===== src/design/uisfc_pkg.sv =====
// Purpose: Shared constants and types for the interrupt status and FIFO control block
// Assumes: Three-bit register address and eight-bit data on the host bus
// Notes: Trigger tables are indexed by the two select bits
package uisfc_pkg;
	localparam logic [2:0] ADDR_DATA = 3'h0;
	localparam logic [2:0] ADDR_ISR = 3'h2;
	localparam logic [2:0] ADDR_LSR = 3'h5;
	localparam logic [2:0] ADDR_MSR = 3'h6;

	localparam int LEVEL_W = 6;
	localparam int CNT_W = 7;
	localparam int NF = 7;
	localparam int NE = 6;

	localparam int FCR_EN = 0;
	localparam int FCR_RXRST = 1;
	localparam int FCR_TXRST = 2;
	localparam int FCR_DMA = 3;
	localparam int FCR_TXT_LO = 4;
	localparam int FCR_RXT_LO = 6;

	localparam int IER_RX = 0;
	localparam int IER_TX = 1;
	localparam int IER_LINE = 2;
	localparam int IER_MODEM = 3;
	localparam int IER_XOFF = 5;
	localparam int IER_RTS = 6;
	localparam int IER_CTS = 7;

	localparam int LSR_ERR_LO = 1;
	localparam int LSR_ERR_HI = 4;
	localparam int MSR_DLT_LO = 0;
	localparam int MSR_DLT_HI = 3;

	localparam int EV_EMPTY = 0;
	localparam int EV_BELOW = 1;
	localparam int EV_MODEM = 2;
	localparam int EV_LINE = 3;
	localparam int EV_RTS = 4;
	localparam int EV_CTS = 5;

	localparam int F_LINE = 0;
	localparam int F_TO = 1;
	localparam int F_TX = 2;
	localparam int F_MODEM = 3;
	localparam int F_XOFF = 4;
	localparam int F_SPEC = 5;
	localparam int F_FLOW = 6;

	localparam logic [5:0] CODE_LINE = 6'h06;
	localparam logic [5:0] CODE_TIMEOUT = 6'h0C;
	localparam logic [5:0] CODE_RECEIVE_READY = 6'h04;
	localparam logic [5:0] CODE_TRANSMIT_READY = 6'h02;
	localparam logic [5:0] CODE_MODEM = 6'h00;
	localparam logic [5:0] CODE_XOFF = 6'h10;
	localparam logic [5:0] CODE_FLOW = 6'h20;
	localparam logic [5:0] CODE_NONE = 6'h01;
	localparam logic [5:0] CODE_EFR_MASK = 6'h30;
	localparam logic [7:0] ISR_RESET = 8'h01;

	localparam logic [LEVEL_W-1:0] TX_TRIG [4] = '{6'h10, 6'h08, 6'h18, 6'h1E};
	localparam logic [LEVEL_W-1:0] RX_TRIG [4] = '{6'h08, 6'h10, 6'h18, 6'h1E};

	localparam logic [CNT_W-1:0] TO_CHARS = 7'h04;
	localparam logic [CNT_W-1:0] TO_EXTRA_BITS = 7'h0C;

	typedef struct packed {
		logic [2:0] addr;
		logic rd;
		logic wr;
		logic [7:0] wdata;
	} uisfc_bus_t;

	typedef struct packed {
		logic fifo_en;
		logic dma_mode;
		logic [1:0] tx_sel;
		logic [1:0] rx_sel;
	} uisfc_fcr_t;

	localparam uisfc_fcr_t FCR_RESET = '{default: '0};

	typedef enum logic [7:0] {
		SRC_NONE = 8'h01,
		SRC_LINE = 8'h02,
		SRC_TIMEOUT = 8'h04,
		SRC_RECEIVE_READY = 8'h08,
		SRC_TRANSMIT_READY = 8'h10,
		SRC_MODEM = 8'h20,
		SRC_XOFF = 8'h40,
		SRC_FLOW = 8'h80
	} uisfc_src_t;
endpackage


===== src/design/uisfc_edge.sv =====
// Purpose: Rising edge detect on a vector of synchronous levels
// Assumes: Inputs already synchronous to clk
// Notes: Levels load during reset so a pin idling high gives no false rise
`timescale 1ns/1ps
module uisfc_edge #(
	parameter int W = 6
) (
	input wire logic clk,
	input wire logic reset,
	input wire logic [W-1:0] level,
	output logic [W-1:0] rise
);
	logic [W-1:0] prev;

	generate
		for (genvar i = 0; i < W; i++) begin : g_bit
			always_ff @(posedge clk) begin
				if (reset) begin
					prev[i] <= level[i];
				end else begin
					prev[i] <= level[i];
				end
			end
			assign rise[i] = level[i] & ~prev[i];
		end
	endgenerate
endmodule


===== src/design/uisfc_timeout.sv =====
// Purpose: Receive idle timer counted in bit-time enable pulses
// Assumes: bit_tick is a one-cycle pulse per bit time
// Notes: Fires once, then waits for a restart so a stale FIFO gives one event
`timescale 1ns/1ps
module uisfc_timeout #(
	parameter int CNT_W = 7
) (
	input wire logic clk,
	input wire logic reset,
	input wire logic bit_tick,
	input wire logic restart,
	input wire logic run,
	input wire logic [CNT_W-1:0] limit,
	output logic expire
);
	logic [CNT_W-1:0] count;
	logic fired;

	always_ff @(posedge clk) begin
		if (reset || restart || !run) begin
			count <= '0;
			fired <= 1'b0;
			expire <= 1'b0;
		end else begin
			expire <= 1'b0;
			if (bit_tick && !fired) begin
				if (count == limit - 1'b1) begin
					fired <= 1'b1;
					expire <= 1'b1;
				end else begin
					count <= count + 1'b1;
				end
			end
		end
	end
endmodule


===== src/design/uisfc_core.sv =====
// Purpose: Interrupt prioritiser and FIFO control register of one serial channel
// Assumes: Host strobes are one-cycle pulses synchronous to clk
// Notes: Shifters, FIFO storage and line/modem registers live outside
`timescale 1ns/1ps
module uisfc_core #(
	parameter int LEVEL_W = uisfc_pkg::LEVEL_W
) (
	input wire logic clk,
	input wire logic reset,
	input wire uisfc_pkg::uisfc_bus_t bus,
	input wire logic divisor_sel,
	input wire logic enhanced_en,
	input wire logic auto_cts_en,
	input wire logic auto_rts_en,
	input wire logic [7:0] int_enable,
	input wire logic [7:0] line_status,
	input wire logic [7:0] modem_status,
	input wire logic cts_n,
	input wire logic rts_n,
	input wire logic xoff_match,
	input wire logic xon_match,
	input wire logic special_match,
	input wire logic rx_push,
	input wire logic bit_tick,
	input wire logic [3:0] char_bits,
	input wire logic [LEVEL_W-1:0] rx_level,
	input wire logic [LEVEL_W-1:0] tx_level,
	output logic [7:0] rd_data,
	output uisfc_pkg::uisfc_fcr_t fifo_control_reg,
	output logic rx_fifo_reset,
	output logic tx_fifo_reset,
	output logic irq
);
	uisfc_pkg::uisfc_src_t cur;
	uisfc_pkg::uisfc_src_t next_cur;
	logic rd_ok;
	logic wr_ok;
	logic rd_isr;
	logic rd_lsr;
	logic rd_msr;
	logic rd_rhr;
	logic wr_fcr;
	logic wr_thr;
	logic [LEVEL_W-1:0] tx_trig;
	logic [LEVEL_W-1:0] rx_trig;
	logic tx_below;
	logic tx_empty;
	logic [uisfc_pkg::NE-1:0] ev_level;
	logic [uisfc_pkg::NE-1:0] rise;
	logic [uisfc_pkg::NF-1:0] flag_set;
	logic [uisfc_pkg::NF-1:0] flag_clr;
	logic [uisfc_pkg::NF-1:0] pend;
	logic rx_pend;
	logic to_expire;
	logic [uisfc_pkg::CNT_W-1:0] to_limit;
	logic cur_live;
	logic [5:0] code;
	logic [7:0] isr_now;

	// Divisor latch access shadows the data and INTERRUPT_SOURCE_REG/FIFO_CONTROL_REG addresses
	assign rd_ok = bus.rd & ~divisor_sel;
	assign wr_ok = bus.wr & ~divisor_sel;
	assign rd_isr = rd_ok && bus.addr == uisfc_pkg::ADDR_ISR;
	assign rd_rhr = rd_ok && bus.addr == uisfc_pkg::ADDR_DATA;
	assign rd_lsr = bus.rd && bus.addr == uisfc_pkg::ADDR_LSR;
	assign rd_msr = bus.rd && bus.addr == uisfc_pkg::ADDR_MSR;
	assign wr_fcr = wr_ok && bus.addr == uisfc_pkg::ADDR_ISR;
	assign wr_thr = wr_ok && bus.addr == uisfc_pkg::ADDR_DATA;

	assign tx_trig = uisfc_pkg::TX_TRIG[fifo_control_reg.tx_sel];
	assign rx_trig = uisfc_pkg::RX_TRIG[fifo_control_reg.rx_sel];

	// Without FIFOs only the empty holding register counts
	assign tx_below = fifo_control_reg.fifo_en && tx_level < tx_trig;
	assign tx_empty = tx_level == '0;

	assign ev_level[uisfc_pkg::EV_EMPTY] = tx_empty;
	assign ev_level[uisfc_pkg::EV_BELOW] = tx_below;
	assign ev_level[uisfc_pkg::EV_MODEM] =
		|modem_status[uisfc_pkg::MSR_DLT_HI:uisfc_pkg::MSR_DLT_LO];
	assign ev_level[uisfc_pkg::EV_LINE] =
		|line_status[uisfc_pkg::LSR_ERR_HI:uisfc_pkg::LSR_ERR_LO];
	assign ev_level[uisfc_pkg::EV_RTS] = rts_n;
	assign ev_level[uisfc_pkg::EV_CTS] = cts_n;

	uisfc_edge #(
		.W(uisfc_pkg::NE)
	) u_edge (
		.clk(clk),
		.reset(reset),
		.level(ev_level),
		.rise(rise)
	);

	assign to_limit = (uisfc_pkg::CNT_W)'(uisfc_pkg::TO_CHARS * char_bits)
		+ uisfc_pkg::TO_EXTRA_BITS;

	uisfc_timeout #(
		.CNT_W(uisfc_pkg::CNT_W)
	) u_timeout (
		.clk(clk),
		.reset(reset),
		.bit_tick(bit_tick),
		.restart(rx_push | rd_rhr),
		.run(fifo_control_reg.fifo_en && rx_level != '0),
		.limit(to_limit),
		.expire(to_expire)
	);

	assign flag_set[uisfc_pkg::F_LINE] =
		int_enable[uisfc_pkg::IER_LINE] & rise[uisfc_pkg::EV_LINE];
	assign flag_set[uisfc_pkg::F_MODEM] =
		int_enable[uisfc_pkg::IER_MODEM] & rise[uisfc_pkg::EV_MODEM];
	assign flag_set[uisfc_pkg::F_TO] = int_enable[uisfc_pkg::IER_RX] & to_expire;
	assign flag_set[uisfc_pkg::F_TX] = int_enable[uisfc_pkg::IER_TX]
		& (rise[uisfc_pkg::EV_BELOW] | rise[uisfc_pkg::EV_EMPTY]);
	assign flag_set[uisfc_pkg::F_XOFF] =
		enhanced_en & int_enable[uisfc_pkg::IER_XOFF] & xoff_match;
	assign flag_set[uisfc_pkg::F_SPEC] =
		enhanced_en & int_enable[uisfc_pkg::IER_XOFF] & special_match;
	assign flag_set[uisfc_pkg::F_FLOW] = enhanced_en & ((rise[uisfc_pkg::EV_CTS]
		& auto_cts_en & int_enable[uisfc_pkg::IER_CTS]) | (rise[uisfc_pkg::EV_RTS]
		& auto_rts_en & int_enable[uisfc_pkg::IER_RTS]));

	// INTERRUPT_SOURCE_REG reads only clear the source that the read actually reported
	assign flag_clr[uisfc_pkg::F_LINE] = rd_lsr;
	assign flag_clr[uisfc_pkg::F_MODEM] = rd_msr;
	assign flag_clr[uisfc_pkg::F_FLOW] = rd_msr;
	assign flag_clr[uisfc_pkg::F_TO] = rd_rhr;
	assign flag_clr[uisfc_pkg::F_TX] =
		wr_thr | (rd_isr && cur == uisfc_pkg::SRC_TRANSMIT_READY);
	assign flag_clr[uisfc_pkg::F_XOFF] =
		xon_match | (rd_isr && cur == uisfc_pkg::SRC_XOFF);
	assign flag_clr[uisfc_pkg::F_SPEC] =
		rx_push | (rd_isr && cur == uisfc_pkg::SRC_XOFF);

	// Set wins over clear so a same-cycle event is kept
	generate
		for (genvar i = 0; i < uisfc_pkg::NF; i++) begin : g_flag
			always_ff @(posedge clk) begin
				if (reset) begin
					pend[i] <= 1'b0;
				end else if (flag_set[i]) begin
					pend[i] <= 1'b1;
				end else if (flag_clr[i]) begin
					pend[i] <= 1'b0;
				end
			end
		end
	endgenerate

	// Level driven: drops when reads take the FIFO under trigger, or empty it with FIFOs off
	assign rx_pend = int_enable[uisfc_pkg::IER_RX]
		& (fifo_control_reg.fifo_en ? rx_level >= rx_trig : rx_level != '0);

	always_comb begin
		unique case (cur)
			uisfc_pkg::SRC_NONE: cur_live = 1'b0;
			uisfc_pkg::SRC_LINE: cur_live = pend[uisfc_pkg::F_LINE];
			uisfc_pkg::SRC_TIMEOUT: cur_live = pend[uisfc_pkg::F_TO];
			uisfc_pkg::SRC_RECEIVE_READY: cur_live = rx_pend;
			uisfc_pkg::SRC_TRANSMIT_READY: cur_live = pend[uisfc_pkg::F_TX];
			uisfc_pkg::SRC_MODEM: cur_live = pend[uisfc_pkg::F_MODEM];
			uisfc_pkg::SRC_XOFF: cur_live = pend[uisfc_pkg::F_XOFF] | pend[uisfc_pkg::F_SPEC];
			uisfc_pkg::SRC_FLOW: cur_live = pend[uisfc_pkg::F_FLOW];
			default: cur_live = 1'b0;
		endcase
	end

	// A live source is never pre-empted, which keeps the INTERRUPT_SOURCE_REG pointer stable
	always_comb begin
		next_cur = cur;
		if (!cur_live) begin
			if (pend[uisfc_pkg::F_LINE]) begin
				next_cur = uisfc_pkg::SRC_LINE;
			end else if (pend[uisfc_pkg::F_TO]) begin
				next_cur = uisfc_pkg::SRC_TIMEOUT;
			end else if (rx_pend) begin
				next_cur = uisfc_pkg::SRC_RECEIVE_READY;
			end else if (pend[uisfc_pkg::F_TX]) begin
				next_cur = uisfc_pkg::SRC_TRANSMIT_READY;
			end else if (pend[uisfc_pkg::F_MODEM]) begin
				next_cur = uisfc_pkg::SRC_MODEM;
			end else if (pend[uisfc_pkg::F_XOFF] | pend[uisfc_pkg::F_SPEC]) begin
				next_cur = uisfc_pkg::SRC_XOFF;
			end else if (pend[uisfc_pkg::F_FLOW]) begin
				next_cur = uisfc_pkg::SRC_FLOW;
			end else begin
				next_cur = uisfc_pkg::SRC_NONE;
			end
		end
	end

	always_ff @(posedge clk) begin
		if (reset) begin
			cur <= uisfc_pkg::SRC_NONE;
			irq <= 1'b0;
		end else begin
			cur <= next_cur;
			irq <= next_cur != uisfc_pkg::SRC_NONE;
		end
	end

	always_comb begin
		unique case (cur)
			uisfc_pkg::SRC_NONE: code = uisfc_pkg::CODE_NONE;
			uisfc_pkg::SRC_LINE: code = uisfc_pkg::CODE_LINE;
			uisfc_pkg::SRC_TIMEOUT: code = uisfc_pkg::CODE_TIMEOUT;
			uisfc_pkg::SRC_RECEIVE_READY: code = uisfc_pkg::CODE_RECEIVE_READY;
			uisfc_pkg::SRC_TRANSMIT_READY: code = uisfc_pkg::CODE_TRANSMIT_READY;
			uisfc_pkg::SRC_MODEM: code = uisfc_pkg::CODE_MODEM;
			uisfc_pkg::SRC_XOFF: code = uisfc_pkg::CODE_XOFF;
			uisfc_pkg::SRC_FLOW: code = uisfc_pkg::CODE_FLOW;
			default: code = uisfc_pkg::CODE_NONE;
		endcase
	end

	assign isr_now = {{2{fifo_control_reg.fifo_en}},
		code & ~(enhanced_en ? 6'h00 : uisfc_pkg::CODE_EFR_MASK)};

	// Snapshot taken on the read so the host sees what it serviced
	always_ff @(posedge clk) begin
		if (reset) begin
			rd_data <= uisfc_pkg::ISR_RESET;
		end else if (rd_isr) begin
			rd_data <= isr_now;
		end
	end

	always_ff @(posedge clk) begin
		if (reset) begin
			fifo_control_reg <= uisfc_pkg::FCR_RESET;
		end else if (wr_fcr) begin
			if (bus.wdata[uisfc_pkg::FCR_EN]) begin
				fifo_control_reg.fifo_en <= 1'b1;
				fifo_control_reg.dma_mode <= bus.wdata[uisfc_pkg::FCR_DMA];
				fifo_control_reg.rx_sel <= bus.wdata[uisfc_pkg::FCR_RXT_LO +: 2];
				if (enhanced_en) begin
					fifo_control_reg.tx_sel <= bus.wdata[uisfc_pkg::FCR_TXT_LO +: 2];
				end
			end else begin
				fifo_control_reg.fifo_en <= 1'b0;
			end
		end
	end

	always_ff @(posedge clk) begin
		if (reset) begin
			rx_fifo_reset <= 1'b0;
			tx_fifo_reset <= 1'b0;
		end else begin
			rx_fifo_reset <= wr_fcr & bus.wdata[uisfc_pkg::FCR_EN]
				& bus.wdata[uisfc_pkg::FCR_RXRST];
			tx_fifo_reset <= wr_fcr & bus.wdata[uisfc_pkg::FCR_EN]
				& bus.wdata[uisfc_pkg::FCR_TXRST];
		end
	end

	property p_line_first;
		@(posedge clk) disable iff (reset)
		(!cur_live && pend[uisfc_pkg::F_LINE])
			|=> cur == uisfc_pkg::SRC_LINE;
	endproperty
	a_line_first: assert property (p_line_first) else $error("line not first");

	property p_hold;
		@(posedge clk) disable iff (reset)
		(cur == uisfc_pkg::SRC_TRANSMIT_READY && pend[uisfc_pkg::F_TX] && !flag_clr[uisfc_pkg::F_TX])
			|=> cur == uisfc_pkg::SRC_TRANSMIT_READY;
	endproperty
	a_hold: assert property (p_hold) else $error("served source pre-empted");

	property p_idle_code;
		@(posedge clk) disable iff (reset)
		rd_isr && cur == uisfc_pkg::SRC_NONE |=> rd_data[5:0] == uisfc_pkg::CODE_NONE;
	endproperty
	a_idle_code: assert property (p_idle_code) else $error("idle code wrong");

	property p_lsr_clear;
		@(posedge clk) disable iff (reset)
		rd_lsr && !flag_set[uisfc_pkg::F_LINE] |=> !pend[uisfc_pkg::F_LINE];
	endproperty
	a_lsr_clear: assert property (p_lsr_clear) else $error("line not cleared");

	property p_msr_clear;
		@(posedge clk) disable iff (reset)
		rd_msr && !flag_set[uisfc_pkg::F_MODEM] && !flag_set[uisfc_pkg::F_FLOW]
			|=> !pend[uisfc_pkg::F_MODEM] && !pend[uisfc_pkg::F_FLOW];
	endproperty
	a_msr_clear: assert property (p_msr_clear) else $error("modem not cleared");

	property p_thr_clear;
		@(posedge clk) disable iff (reset)
		wr_thr && !flag_set[uisfc_pkg::F_TX] |=> !pend[uisfc_pkg::F_TX];
	endproperty
	a_thr_clear: assert property (p_thr_clear) else $error("tx not cleared");

	property p_set_wins;
		@(posedge clk) disable iff (reset)
		flag_set[uisfc_pkg::F_TO] && rd_rhr |=> pend[uisfc_pkg::F_TO];
	endproperty
	a_set_wins: assert property (p_set_wins) else $error("timeout event lost");

	property p_fifo_bits;
		@(posedge clk) disable iff (reset)
		rd_isr |=> rd_data[7:6] == {2{$past(fifo_control_reg.fifo_en)}};
	endproperty
	a_fifo_bits: assert property (p_fifo_bits) else $error("fifo status bits wrong");

	property p_fcr_ignore;
		@(posedge clk) disable iff (reset)
		wr_fcr && !bus.wdata[uisfc_pkg::FCR_EN]
			|=> !fifo_control_reg.fifo_en && $stable(fifo_control_reg.dma_mode) && !rx_fifo_reset;
	endproperty
	a_fcr_ignore: assert property (p_fcr_ignore) else $error("fcr bits taken");

	property p_rx_reset_pulse;
		@(posedge clk) disable iff (reset)
		wr_fcr && bus.wdata[uisfc_pkg::FCR_EN] && bus.wdata[uisfc_pkg::FCR_RXRST]
			##1 !(wr_fcr && bus.wdata[uisfc_pkg::FCR_RXRST])
			|-> rx_fifo_reset ##1 !rx_fifo_reset;
	endproperty
	a_rx_reset_pulse: assert property (p_rx_reset_pulse) else $error("rx reset pulse");

	property p_rx_level;
		@(posedge clk) disable iff (reset)
		fifo_control_reg.fifo_en && int_enable[uisfc_pkg::IER_RX] && rx_level >= rx_trig
			&& !pend[uisfc_pkg::F_LINE] && !pend[uisfc_pkg::F_TO] |=> ##[0:1] irq;
	endproperty
	a_rx_level: assert property (p_rx_level) else $error("rx ready missing");
endmodule


===== config.mk =====
export PLATFORM = sky130hd
export DESIGN_NAME = uisfc_core
export DESIGN_NICKNAME = d
export VERILOG_FILES = /design/src/design/uisfc_pkg.sv /design/src/design/uisfc_edge.sv /design/src/design/uisfc_timeout.sv /design/src/design/uisfc_core.sv
export SDC_FILE = /design/constraint.sdc
export NUM_CORES = 1
export LEC_CHECK = 0
export BUFFER_PORTS_ARGS = -buffer_cell sky130_fd_sc_hd__buf_4
export CAP_MARGIN = 40
export CORE_MARGIN = 4
export CORE_UTILIZATION = 35
export DETAILED_ROUTE_END_ITERATION = 7
export PLACE_DENSITY = 0.66
export REMOVE_ABC_BUFFERS = 1
export SYNTH_ARGS = -nofsm -noshare
export SYNTH_HDL_FRONTEND = slang
export SYNTH_SLANG_ARGS = --single-unit

===== constraint.sdc =====
create_clock -name clk -period 2.8 [get_ports clk]
set_input_delay 0.56 -clock clk [delete_from_list [all_inputs] [get_ports clk]]
set_output_delay 0.56 -clock clk [all_outputs]
set_load 0.005 [all_outputs]

; After elaboration in Yosys (flattened, before gate mapping)
; Index checks and enable logic that the tools add are counted.
[word_totals]
inputBits = 66
ff_bits = 46
elab_cells = 153
out_inout_bits = 17
[op_classes]
muxes = 33
order_cmp = 4
n_addsub = 3
n_reduce_logical = 32
eq_ne = 12
bitwise = 44
[ops]
columns = cell, count
row1 = two-way mux 8 bit, 8
row2 = case mux 6 bit (7 select lines), 1
row3 = two-way mux 6 bit, 5
row4 = AND 1 bit, 24
row5 = binary-select mux 6 bit (select 2 bit), 2
row6 = two-way mux 1 bit, 16
row7 = nonzero test 2 bit, 7
row8 = logical AND 1 bit, 11
row9 = inverter 1 bit, 9
row10 = == test 8 x 2 -> 1 bit (second input constant), 1
row11 = == test 8 x 3 -> 1 bit (second input constant), 1
row12 = == test 8 x 4 -> 1 bit (second input constant), 1
row13 = == test 8 x 5 -> 1 bit (second input constant), 1
row14 = == test 8 x 6 -> 1 bit (second input constant), 1
row15 = == test 8 x 7 -> 1 bit (second input constant), 1
row16 = == test 8 bit (second input constant), 1
row17 = inequality test 8 x 1 -> 1 bit (second input constant), 1
row18 = OR reduction 4 bit, 2
row19 = adder 6 x 4 -> 7 bit (second input constant), 1
row20 = adder 7 x 1 -> 7 bit (second input constant), 1
row21 = == test 7 bit, 1
row22 = bitwise OR 1 bit, 7
row23 = case mux 1 bit (7 select lines), 1
row24 = subtractor 7 x 1 -> 7 bit (second input constant), 1
row25 = other kinds (16), 23

; Depth between registers and ports, before layout
; Gate-level depths: netlist of run 1.
[depth]
depth_word = 12
depth_mapped = 8

; Modules after synthesis
; From an unflattened synthesis of run 1, not the netlist that was laid out.
[unflattened]
hier_cells = 300
hier_area_um2 = 2653.8
[modules_own_cells]
columns = module, cells_each, n_inst, area_per_inst_um2
row1 = uisfc_core, 218, 1, 1830.5
row2 = uisfc_timeout, 70, 1, 620.6
row3 = uisfc_edge, 12, 1, 202.7

; Worst setup path before layout of run 1
; OpenSTA, ideal clock, no wires.
[synth_timing]
kind = input to register
start = input port char_bits[1]
end = register u_timeout.count[1]
path_buffers = 0
t_arrival_ps = 1753
slack_ps = 922
path_stages = 6
t_required_ps = 2675
cell_sequence = ha_1 > xnor2_1 > nand4_1 > o21ai_0 > mux2i_1 > nor2_1
[synth_between]
elab_chain_cells = 5
[synth_lines]
columns = item, line_no
row1 = start: declaration, uisfc_core.sv:25  ; input wire logic [3:0] char_bits,
row2 = adder 6 x 4 -> 7 bit, uisfc_core.sv:96  ; + uisfc_pkg::TO_EXTRA_BITS;
row3 = subtractor 7 x 1 -> 7 bit, uisfc_timeout.sv:27  ; if (count == limit - 1'b1) begin
row4 = == test 7 bit, uisfc_timeout.sv:27
row5 = inverter 1 bit (no source line), -
row6 = AND reduction 2 bit (no source line), -
row7 = end signal: assignment, uisfc_timeout.sv:31  ; count <= count + 1'b1;
row8 = end: declaration, uisfc_timeout.sv:16  ; logic [CNT_W-1:0] count;
; No other way between the ends.
; A chain may end at the register's enable or synchronous reset.

; Worst setup path after layout of run 1
[layout_timing]
start = register fifo_control_reg[0] (netlist name)
end = register cur[5]
[layout_between]
elab_chain_cells = 11
[layout_lines]
columns = item, line_no
row1 = start: declaration, uisfc_core.sv:29  ; output uisfc_pkg::uisfc_fcr_t fifo_control_reg,
row2 = start signal: assignment, uisfc_core.sv:232  ; fifo_control_reg <= uisfc_pkg::FCR_RESET;
row3 = inverter 2 -> 3 bit (not written as such) (*), uisfc_core.sv:71  ; assign rx_trig = uisfc_pkg::RX_TRIG[fifo_control_reg.rx_sel];
row4 = binary-select mux 6 bit (select 2 bit) (*), uisfc_core.sv:71
row5 = two-way mux 6 bit (not written as such) (*) (2 in series), uisfc_core.sv:71
row6 = >= comparator 6 bit (*), uisfc_core.sv:154  ; & (fifo_control_reg.fifo_en ? rx_level >= rx_trig : rx_level != '0);
row7 = two-way mux 1 bit (*), uisfc_core.sv:154
row8 = AND 1 bit (*), uisfc_core.sv:154
row9 = two-way mux 8 bit, uisfc_core.sv:178  ; end else if (rx_pend) begin
row10 = two-way mux 8 bit, uisfc_core.sv:176  ; end else if (pend[uisfc_pkg::F_TO]) begin
row11 = two-way mux 8 bit, uisfc_core.sv:174  ; if (pend[uisfc_pkg::F_LINE]) begin
row12 = two-way mux 8 bit (*), uisfc_core.sv:173  ; if (!cur_live) begin
row13 = end signal: assignment, uisfc_core.sv:196  ; cur <= uisfc_pkg::SRC_NONE;
row14 = end signal: assignment, uisfc_core.sv:199  ; cur <= next_cur;
row15 = end: declaration, uisfc_core.sv:34  ; uisfc_pkg::uisfc_src_t cur;
; Every way passes the cells marked *; elsewhere a longest branch is shown, timed or not. The select of a mux whose other input is x is not followed.

==> impl_metrics.env, run 1 <==
export IMPL_yosysWarnings=0
export IMPL_finalHoldViolations=0
export IMPL_ys_seq_area_frac=0.390
export IMPL_rsz0062_at_grt="no"
export IMPL_slew_headroom=0.678
export IMPL_clk_latency_ns=0.30
export IMPL_largest_reg_flops=8
export IMPL_antenna_cells=0
export IMPL_area_growth_pct=29.1
export IMPL_gp_congestion=0.788
export IMPL_max_cap_violations=0
export IMPL_worst_r2r_setup_slack_ns=0.92
export IMPL_cts_tree="done"
export IMPL_synth_xor_area_frac=0.0429
export IMPL_avgSynthCellArea_um2=9.08
export IMPL_die_y_um=90.1
export IMPL_cts_resized=0
export IMPL_cts_clk_slew_worst_paths_ns=0.08
export IMPL_synth_main_ff_cell="dfxtp_1"
export IMPL_synth_fa_ha_area_frac=0.0477
export IMPL_cts_sinks=46
export IMPL_required_ns=3.03
export IMPL_p_leak_nw=1.29
export IMPL_postCtsSetupBuffers=0
export IMPL_detail_route_antenna_nets=0
export IMPL_die_w_um=90.1
export IMPL_initial_utilization=0.365
export IMPL_final_common_cell="buf_4"
export IMPL_synth_edf_count=0
export IMPL_startpoint_type="flip-flop"
export IMPL_h_tree_depth=2
export IMPL_tightest_slew_ns=0.477
export IMPL_drt_pass1_iter_count=4
export IMPL_drive_above_1_share=0.273
export IMPL_wire_per_inst_um=13.7
export IMPL_grt_max_degree=34
export IMPL_min_period_ns=1.88
export IMPL_holdBufCountCts=0
export IMPL_fmax_mhz=532
export IMPL_synth_top_family_by_area="simple AND/OR/NAND/NOR gates"
export IMPL_ios=83
export IMPL_avgViaCountPerCell=5.10
export IMPL_hold_path_class="in -> reg"
export IMPL_cts_buffers=5
export IMPL_antenna_found_initial=0
export IMPL_async_reset_ff_frac=0
export IMPL_hold_ws_ns=0.369
export IMPL_synthCells=260
export IMPL_route_detailed_drc=0
export IMPL_clock_path_buffers=2
export IMPL_grt_pass1_vias=2054
export IMPL_multi_input_area_um2=1360
export IMPL_yosys_area_share_simple=0.310
export IMPL_regArea_um2=921
export IMPL_synth_area_mux_share=0.0255
export IMPL_crit_path_max_fanout=7
export IMPL_p_total_w=0.00121
export IMPL_worstSetupPathType="reg -> reg"
export IMPL_fillers=644
export IMPL_synth_compound_area_frac=0.150
export IMPL_worstSetupEndpointType="flip-flop"
export IMPL_grt_usage=0.141
export IMPL_finalSetupTns_ns=0
export IMPL_irDropWorstVdd_uv=222
export IMPL_drt_iter0_markers=144
export IMPL_post_route_util=0.472
export IMPL_final_nets=408
export IMPL_dieArea_um2=8120
export IMPL_portBuffers=73
export IMPL_drt_wl_total_mm=5.63
export IMPL_place_hpwl_mm=4.43
export IMPL_power_density_nw_per_um2=397
export IMPL_setup_viol=0
export IMPL_num_rows=29
export IMPL_vias=2092
export IMPL_yosys_cell_types_count=59
export IMPL_fin_skew_ns=0.00216
export IMPL_ys_ff_latch=46
export IMPL_cts_root_buf="clkbuf_8"
export IMPL_core_um2=6460
export IMPL_status="finished, final reports clean"
export IMPL_grt_overflow=0
export IMPL_drv_slew=0
export IMPL_grt_pass1_wl_mm=9.54
export IMPL_top_register="cur"
export IMPL_layout_common_cells="buf_4, dfxtp_1, nor2_1, nand2_1, a21oi_1"
export IMPL_syn_cell_area_um2=2360
export IMPL_period_share=0.672
export IMPL_crit_arrival_ns=2.11
[path summary, 6_finish.rpt]
check	depth (start not counted)	end	startpoint
min reg2reg	2	rd_data[3]	rd_data[3]
min	1	u_edge.prev[4]	rts_n
max	7	cur[5]	fifo_control_reg[0]
max reg2reg	7	cur[5]	fifo_control_reg[0]
[critical path: stages (launching register included)]
cell,delay (ns)
dfxtp_1,0.40
nor2b_1,0.15
ha_1,0.25
a21oi_1,0.13
nor2b_1,0.08
o311ai_4,0.42
a41oi_1,0.21
nor3b_2,0.17
[power breakdown]
part | total (W) | switching (W) | leakage [nW] | internal (W)
sequential | 0.000672 | 0.00000778 | 0.373 | 0.000664
clock | 0.000383 | 0.000211 | 0.0383 | 0.000172
combinational | 0.000155 | 0.0000683 | 0.881 | 0.0000868
[metal layers]
layer | global-route usage | up-vias | wire [um]
li1 | - | 1102 | -
met1 | 0.174 | 940 | 2530
met2 | 0.236 | 40 | 2740
met3 | 0.0442 | 10 | 303
met4 | 0.0395 | 0 | 68
met5 | 0 | - | 0
[area by class of cell]
type | instances | share of cell area
Multi-Input combinational cell | 195 | 0.446
Clock buffer | 7 | 0.0251
Inverter | 12 | 0.0148
Tap cell | 77 | 0.0316
Timing Repair Buffer | 73 | 0.180
Sequential cell | 46 | 0.302
[cells by family (layout without fill, tap and decap cells)]
| group | after synthesis | count (layout) |
|---|---|---|
| and+or+nand+nor | 121 | 121 |
| AOI/OAI and AO/OA | 49 | 49 |
| DFF | 46 | 46 |
| buffers and inverters | 19 | 92 |
| xor gates and xnor gates | 10 | 10 |
| adders and majority gates | 9 | 9 |
| muxes | 6 | 6 |
[synthesized netlist by cell type, drive strengths merged, types with 4 or more instances]
| library cell | number | area, um^2 |
|---|---|---|
| ha | 9 | 113 |
| nor4 | 4 | 25.0 |
| nand2 | 19 | 71.3 |
| nand2b | 4 | 25.0 |
| and4 | 5 | 43.8 |
| mux2i | 6 | 60.1 |
| clkbuf | 4 | 15.0 |
| nand4 | 5 | 37.5 |
| nor2 | 31 | 116 |
| o21ai | 10 | 50.0 |
| nand4b | 4 | 35.0 |
| a21oi | 16 | 80.1 |
| nor3 | 6 | 57.6 |
| nand3 | 7 | 40.0 |
| xor2 | 7 | 61.3 |
| nor2b | 6 | 37.5 |
| or4 | 4 | 30.0 |
| inv | 12 | 45.0 |
| nor3b | 4 | 35.0 |
| dfxtp | 46 | 921 |
| nand3b | 7 | 52.6 |
[metrics by stage]
step / std cells / cell area [um^2] / worst slack, ns
floorplan: 253 / 2330 / 0.922
global placement: 403 / 2970 / 0.671
detailed placement: 403 / 2970 / 0.614
CTS: 410 / 3050 / 0.908
global route: 410 / 3050 / 0.690
finish: 410 / 3050 / 0.919
Power figures use the tool's default switching activity.
==> run 2, diff against run 1 <==
- clock period: 2.8 -> 1.9 ns (I/O delays scaled with it)
==> impl_metrics.env, run 2 (synthesized netlist as in run 1, its figures left out) <==
export IMPL_fillers=611
export IMPL_detail_route_antenna_nets=0
export IMPL_grt_pass1_vias=2202
export IMPL_clock_path_buffers=2
export IMPL_wl_met1_mm=2.61
export IMPL_die_w_um=90.1
export IMPL_place_area_um2=3050
export IMPL_cts_clk_slew_worst_paths_ns=0.08
export IMPL_drt_iter0_markers=85
export IMPL_die_y_um=90.1
export IMPL_num_rows=29
export IMPL_crit_top_cell="nor2b_1"
export IMPL_fmax_mhz=554
export IMPL_path_buf_inv=1
export IMPL_crit_family="compound AO/OA/AOI/OAI gates"
export IMPL_fin_area_um2=3170
export IMPL_initial_utilization=0.365
export IMPL_cts_tree="done"
export IMPL_cts_sinks=46
export IMPL_worstSetupPathType="reg -> reg"
export IMPL_place_hpwl_mm=4.75
export IMPL_crit_arrival_ns=2.04
export IMPL_max_cap_violations=0
export IMPL_startpoint_type="flip-flop"
export IMPL_fin_skew_ns=0.00823
export IMPL_critPathMaxStageDelay_ns=0.35
export IMPL_drt_wl_total_mm=5.98
export IMPL_final_common_cell="buf_4"
export IMPL_grt_overflow=0
export IMPL_p_leak_nw=1.36
export IMPL_layout_common_cells="buf_4, dfxtp_1, nor2_1, nand2_1, a21oi_1"
export IMPL_dieArea_um2=8120
export IMPL_avgViaCountPerCell=5.22
export IMPL_grt_usage=0.150
export IMPL_routed_top_layer="met4"
export IMPL_drt_pass1_iter_count=4
export IMPL_irDropWorstVdd_uv=233
export IMPL_grt_max_degree=22
export IMPL_grt_pass1_wl_mm=10.2
export IMPL_wire_per_inst_um=14.2
export IMPL_final_nets=420
export IMPL_core_um2=6460
export IMPL_cp_cell_sequence="nor2b_1, ha_1, a21oi_1, nor2b_1, o311ai_4, buf_4, a41oi_2, nor3b_2"
export IMPL_regArea_um2=923
export IMPL_cts_buffers=5
export IMPL_power_density_nw_per_um2=577
export IMPL_route_detailed_drc=0
export IMPL_multi_input_area_um2=1390
export IMPL_area_growth_pct=34.4
export IMPL_portBuffers=73
export IMPL_crit_path_max_fanout=7
export IMPL_wl_met2_mm=3.02
export IMPL_clk_latency_ns=0.30
export IMPL_gp_congestion=0.795
export IMPL_vias=2199
export IMPL_setup_viol=0
export IMPL_top_register="cur"
export IMPL_holdBufCountCts=0
export IMPL_h_tree_depth=2
export IMPL_wl_met3_um=301
export IMPL_required_ns=2.13
export IMPL_period_share=0.950
export IMPL_worstSetupEndpointType="flip-flop"
export IMPL_status="finished, final reports clean"
export IMPL_finalSetupTns_ns=0
export IMPL_tightest_slew_ns=0.429
export IMPL_cts_root_buf="clkbuf_8"
export IMPL_antenna_cells=0
export IMPL_antenna_found_initial=0
export IMPL_hold_path_class="in -> reg"
export IMPL_largest_reg_flops=8
export IMPL_drive_above_1_share=0.317
export IMPL_cp_slowest_cell="dfxtp_2"
export IMPL_drv_slew=0
export IMPL_slew_headroom=0.714
export IMPL_min_period_ns=1.81
export IMPL_ios=83
export IMPL_finalHoldViolations=0
==> run 2: changes by cell type in the layout (fill, tap and decap cells not counted), moves of 2 or more <==
cell / before / now
dfxtp_1: 46 / 44
clkbuf_1: 2 / 0
dfxtp_2: 0 / 2
buf_4: 73 / 85
==> run 2: repair_timing <==
item / CTS / global route
resized for setup: 0 / 6
buffers inserted: 0 / 1
setup endpoints to repair: 0 / 5
==> run 2: final cells by class <==
type / count / area share
multi-input cells: 195 / 0.437
well taps: 77 / 0.0304
flip-flops and latches: 46 / 0.291
clock buffers: 6 / 0.0260
repair buffers: 85 / 0.201
inverters: 12 / 0.0142
==> run 2: report_power, final <==
part           internal (W)  switching (W)
logic              0.000139       0.000109
clock network      0.000281       0.000310
registers          0.000979      0.0000115
total               0.00140       0.000431
==> run 2: per-layer routing <==
layer,vias up,GRT usage
li1,1122,-
met3,5,0.0326
met4,0,0.0383
met5,-,0
met2,46,0.270
met1,1026,0.179
==> run 2: final timing paths <==
| path | start | endpoint | slack, ns | cells after the start |
|---|---|---|---|---|
| max | fifo_control_reg[0] | cur[5] | 0.09 | 8 |
| min | cts_n | u_edge.prev[5] | 0.19 | 1 |
| min reg2reg | rd_data[3] | rd_data[3] | 0.45 | 2 |
| max reg2reg | fifo_control_reg[0] | cur[5] | 0.09 | 8 |
==> run 2: stage by stage <==
stage | hold slack (ns) | power, W | worst slack [ns] | util | instances
floorplan | 0.408 | 0.00110 | 0.202 | - | 253
global placement | 0.448 | 0.00125 | 0.0368 | 0.473 | 414
detailed placement | 0.448 | 0.00126 | 0.0201 | 0.473 | 414
CTS | 0.190 | 0.00184 | 0.0112 | 0.485 | 420
global route | 0.185 | 0.00191 | -0.0126 | 0.491 | 421
finish | 0.194 | 0.00183 | 0.0949 | 0.491 | 421
==> run 3, diff against run 2 <==
- CORE_ASPECT_RATIO: default -> 0.7
==> impl_metrics.env, run 3 (synthesized netlist as in run 1, its figures left out) <==
export IMPL_swShare=0.244
export IMPL_fin_area_um2=3210
export IMPL_path_buf_inv=2
export IMPL_worstSetupPathType="reg -> reg"
export IMPL_max_cap_violations=0
export IMPL_cp_slowest_cell="o311ai_4"
export IMPL_busiest_layer="met1"
export IMPL_crit_arrival_ns=2.03
export IMPL_tightest_slew_ns=0.420
export IMPL_core_um2=6400
export IMPL_holdBufCountCts=0
export IMPL_power_density_nw_per_um2=563
export IMPL_slew_headroom=0.718
export IMPL_initial_utilization=0.369
export IMPL_worstSetupEndpointType="flip-flop"
export IMPL_grt_use_met3=0.0579
export IMPL_drv_slew=0
export IMPL_setup_slack_ns=0.0691
export IMPL_preCtsSetupSlack_ns=-0.0173
export IMPL_cts_root_buf="clkbuf_8"
export IMPL_route_detailed_drc=0
export IMPL_final_common_cell="buf_4"
export IMPL_cts_clk_slew_worst_paths_ns=0.08
export IMPL_status="finished, final reports clean"
export IMPL_cts_buffers=5
export IMPL_top_register="cur"
export IMPL_startpoint_type="flip-flop"
export IMPL_ios=83
export IMPL_avgViaCountPerCell=5.09
export IMPL_layout_common_cells="buf_4, dfxtp_1, nor2_1, nand2_1, a21oi_1"
export IMPL_fin_skew_ns=0.00671
export IMPL_r2r_end="irq"
export IMPL_seq_power_share=0.548
export IMPL_dieArea_um2=8140
export IMPL_grt_pass1_wl_mm=10.2
export IMPL_fmax_mhz=546
export IMPL_cts_sinks=46
export IMPL_clockPowerShare=0.314
export IMPL_largest_reg_flops=8
export IMPL_grt_max_degree=19
export IMPL_place_hpwl_mm=5.04
export IMPL_grt_pass1_vias=2166
export IMPL_drive_above_1_share=0.328
export IMPL_rr_worst_depth=8
export IMPL_wire_per_inst_um=14.0
export IMPL_min_from="rts_n"
export IMPL_final_nets=423
export IMPL_crit_path_max_fanout=6
export IMPL_setup_viol=0
export IMPL_worstHoldEndpoint="u_edge.prev[4]"
export IMPL_required_ns=2.10
export IMPL_p_leak_nw=1.37
export IMPL_post_route_util=0.502
export IMPL_p_int_w=0.00137
export IMPL_critPathMaxStageDelay_ns=0.42
export IMPL_crit_family="compound AO/OA/AOI/OAI gates"
export IMPL_grt_use_met2=0.217
export IMPL_num_rows=24
export IMPL_irDropWorstVdd_uv=298
export IMPL_detail_route_antenna_nets=0
export IMPL_gp_congestion=0.847
export IMPL_clock_path_buffers=2
export IMPL_min_path_cells=1
export IMPL_grt_overflow=0
export IMPL_vias=2236
export IMPL_antenna_found_initial=0
export IMPL_cts_tree="done"
export IMPL_global_route_usage_met1=0.220
export IMPL_p_total_w=0.00181
export IMPL_cp_cell_sequence="nor2b_2, ha_4, a21oi_2, nor2b_1, o311ai_4, buf_4, a31o_2, inv_1"
export IMPL_antenna_cells=0
export IMPL_hold_path_class="in -> reg"
export IMPL_drt_pass1_iter_count=4
export IMPL_power_switching_w=0.000440
export IMPL_p_comb_frac=0.138
export IMPL_r2r_start="fifo_control_reg[0]"
export IMPL_clk_latency_ns=0.30
export IMPL_finalSetupTns_ns=0
export IMPL_grt_usage=0.155
export IMPL_die_y_um=76.7
export IMPL_area_growth_pct=35.9
export IMPL_finalHoldViolations=0
export IMPL_portBuffers=73
export IMPL_h_tree_depth=2
export IMPL_min_period_ns=1.83
export IMPL_die_w_um=106
export IMPL_drt_iter0_markers=58
export IMPL_period_share=0.964
export IMPL_drt_wl_total_mm=6.16
export IMPL_place_area_um2=3090
export IMPL_worst_r2r_setup_slack_ns=0.07
## run 3: cell types whose count changed in the layout (fill, tap and decap cells not counted), sizes merged
cell    before  now
buf         85   88
clkbuf       6    5
clkinv       0    2
## run 3: worst max path at each step
stage | startpoint | end | slack (ns) | depth (start not counted)
after global routing | fifo_control_reg[0] | irq | -0.01 | 8
final | fifo_control_reg[0] | irq | 0.07 | 8
after floorplan | char_bits[1] | u_timeout.count[1] | 0.20 | 6
after global placement | rx_level[3] | cur[5] | 0.04 | 7
after detailed placement | char_bits[1] | u_timeout.count[1] | -0.02 | 7
after CTS | fifo_control_reg[0] | cur[5] | 0.02 | 7
## run 3: final cells by class
| class | instances | area [um^2] |
|---|---|---|
| Multi-Input combinational cell | 195 | 1390 |
| Tap cell | 91 | 114 |
| Sequential cell | 46 | 923 |
| Clock buffer | 5 | 68.8 |
| Fill cell | 640 | 3190 |
| Inverter | 12 | 45.0 |
| Clock inverter | 2 | 10.0 |
| Timing Repair Buffer | 88 | 661 |
## run 3: per-stage QoR
stage	cells	hold slack [ns]
2_1_floorplan	253	0.408
3_3_place_gp	431	0.442
3_5_place_dp	431	0.446
4_1_cts	438	0.180
5_1_grt	439	0.173
6_report	439	0.193
## run 3: metal layers
metal  share of wire  vias up
met5               0        -
met3           0.087        7
li1                -     1140
met1            0.50     1017
met4           0.012        0
met2            0.40       72
## run 3: what timing repair did
action / in CTS / in global routing
endpoints found under the hold margin: 0 / 0
endpoints found under the setup margin: 0 / 4
buffers inserted: 0 / 1
gates resized for setup: 0 / 6
## run 3: power by group through the flow
stage	registers, W	clock network (W)	logic (W)
floorplan	0.00101	0	0.0000918
global placement	0.00101	0	0.000240
detailed placement	0.00101	0	0.000246
CTS	0.000990	0.000594	0.000246
global route	0.000992	0.000634	0.000276
finish	0.000990	0.000567	0.000249
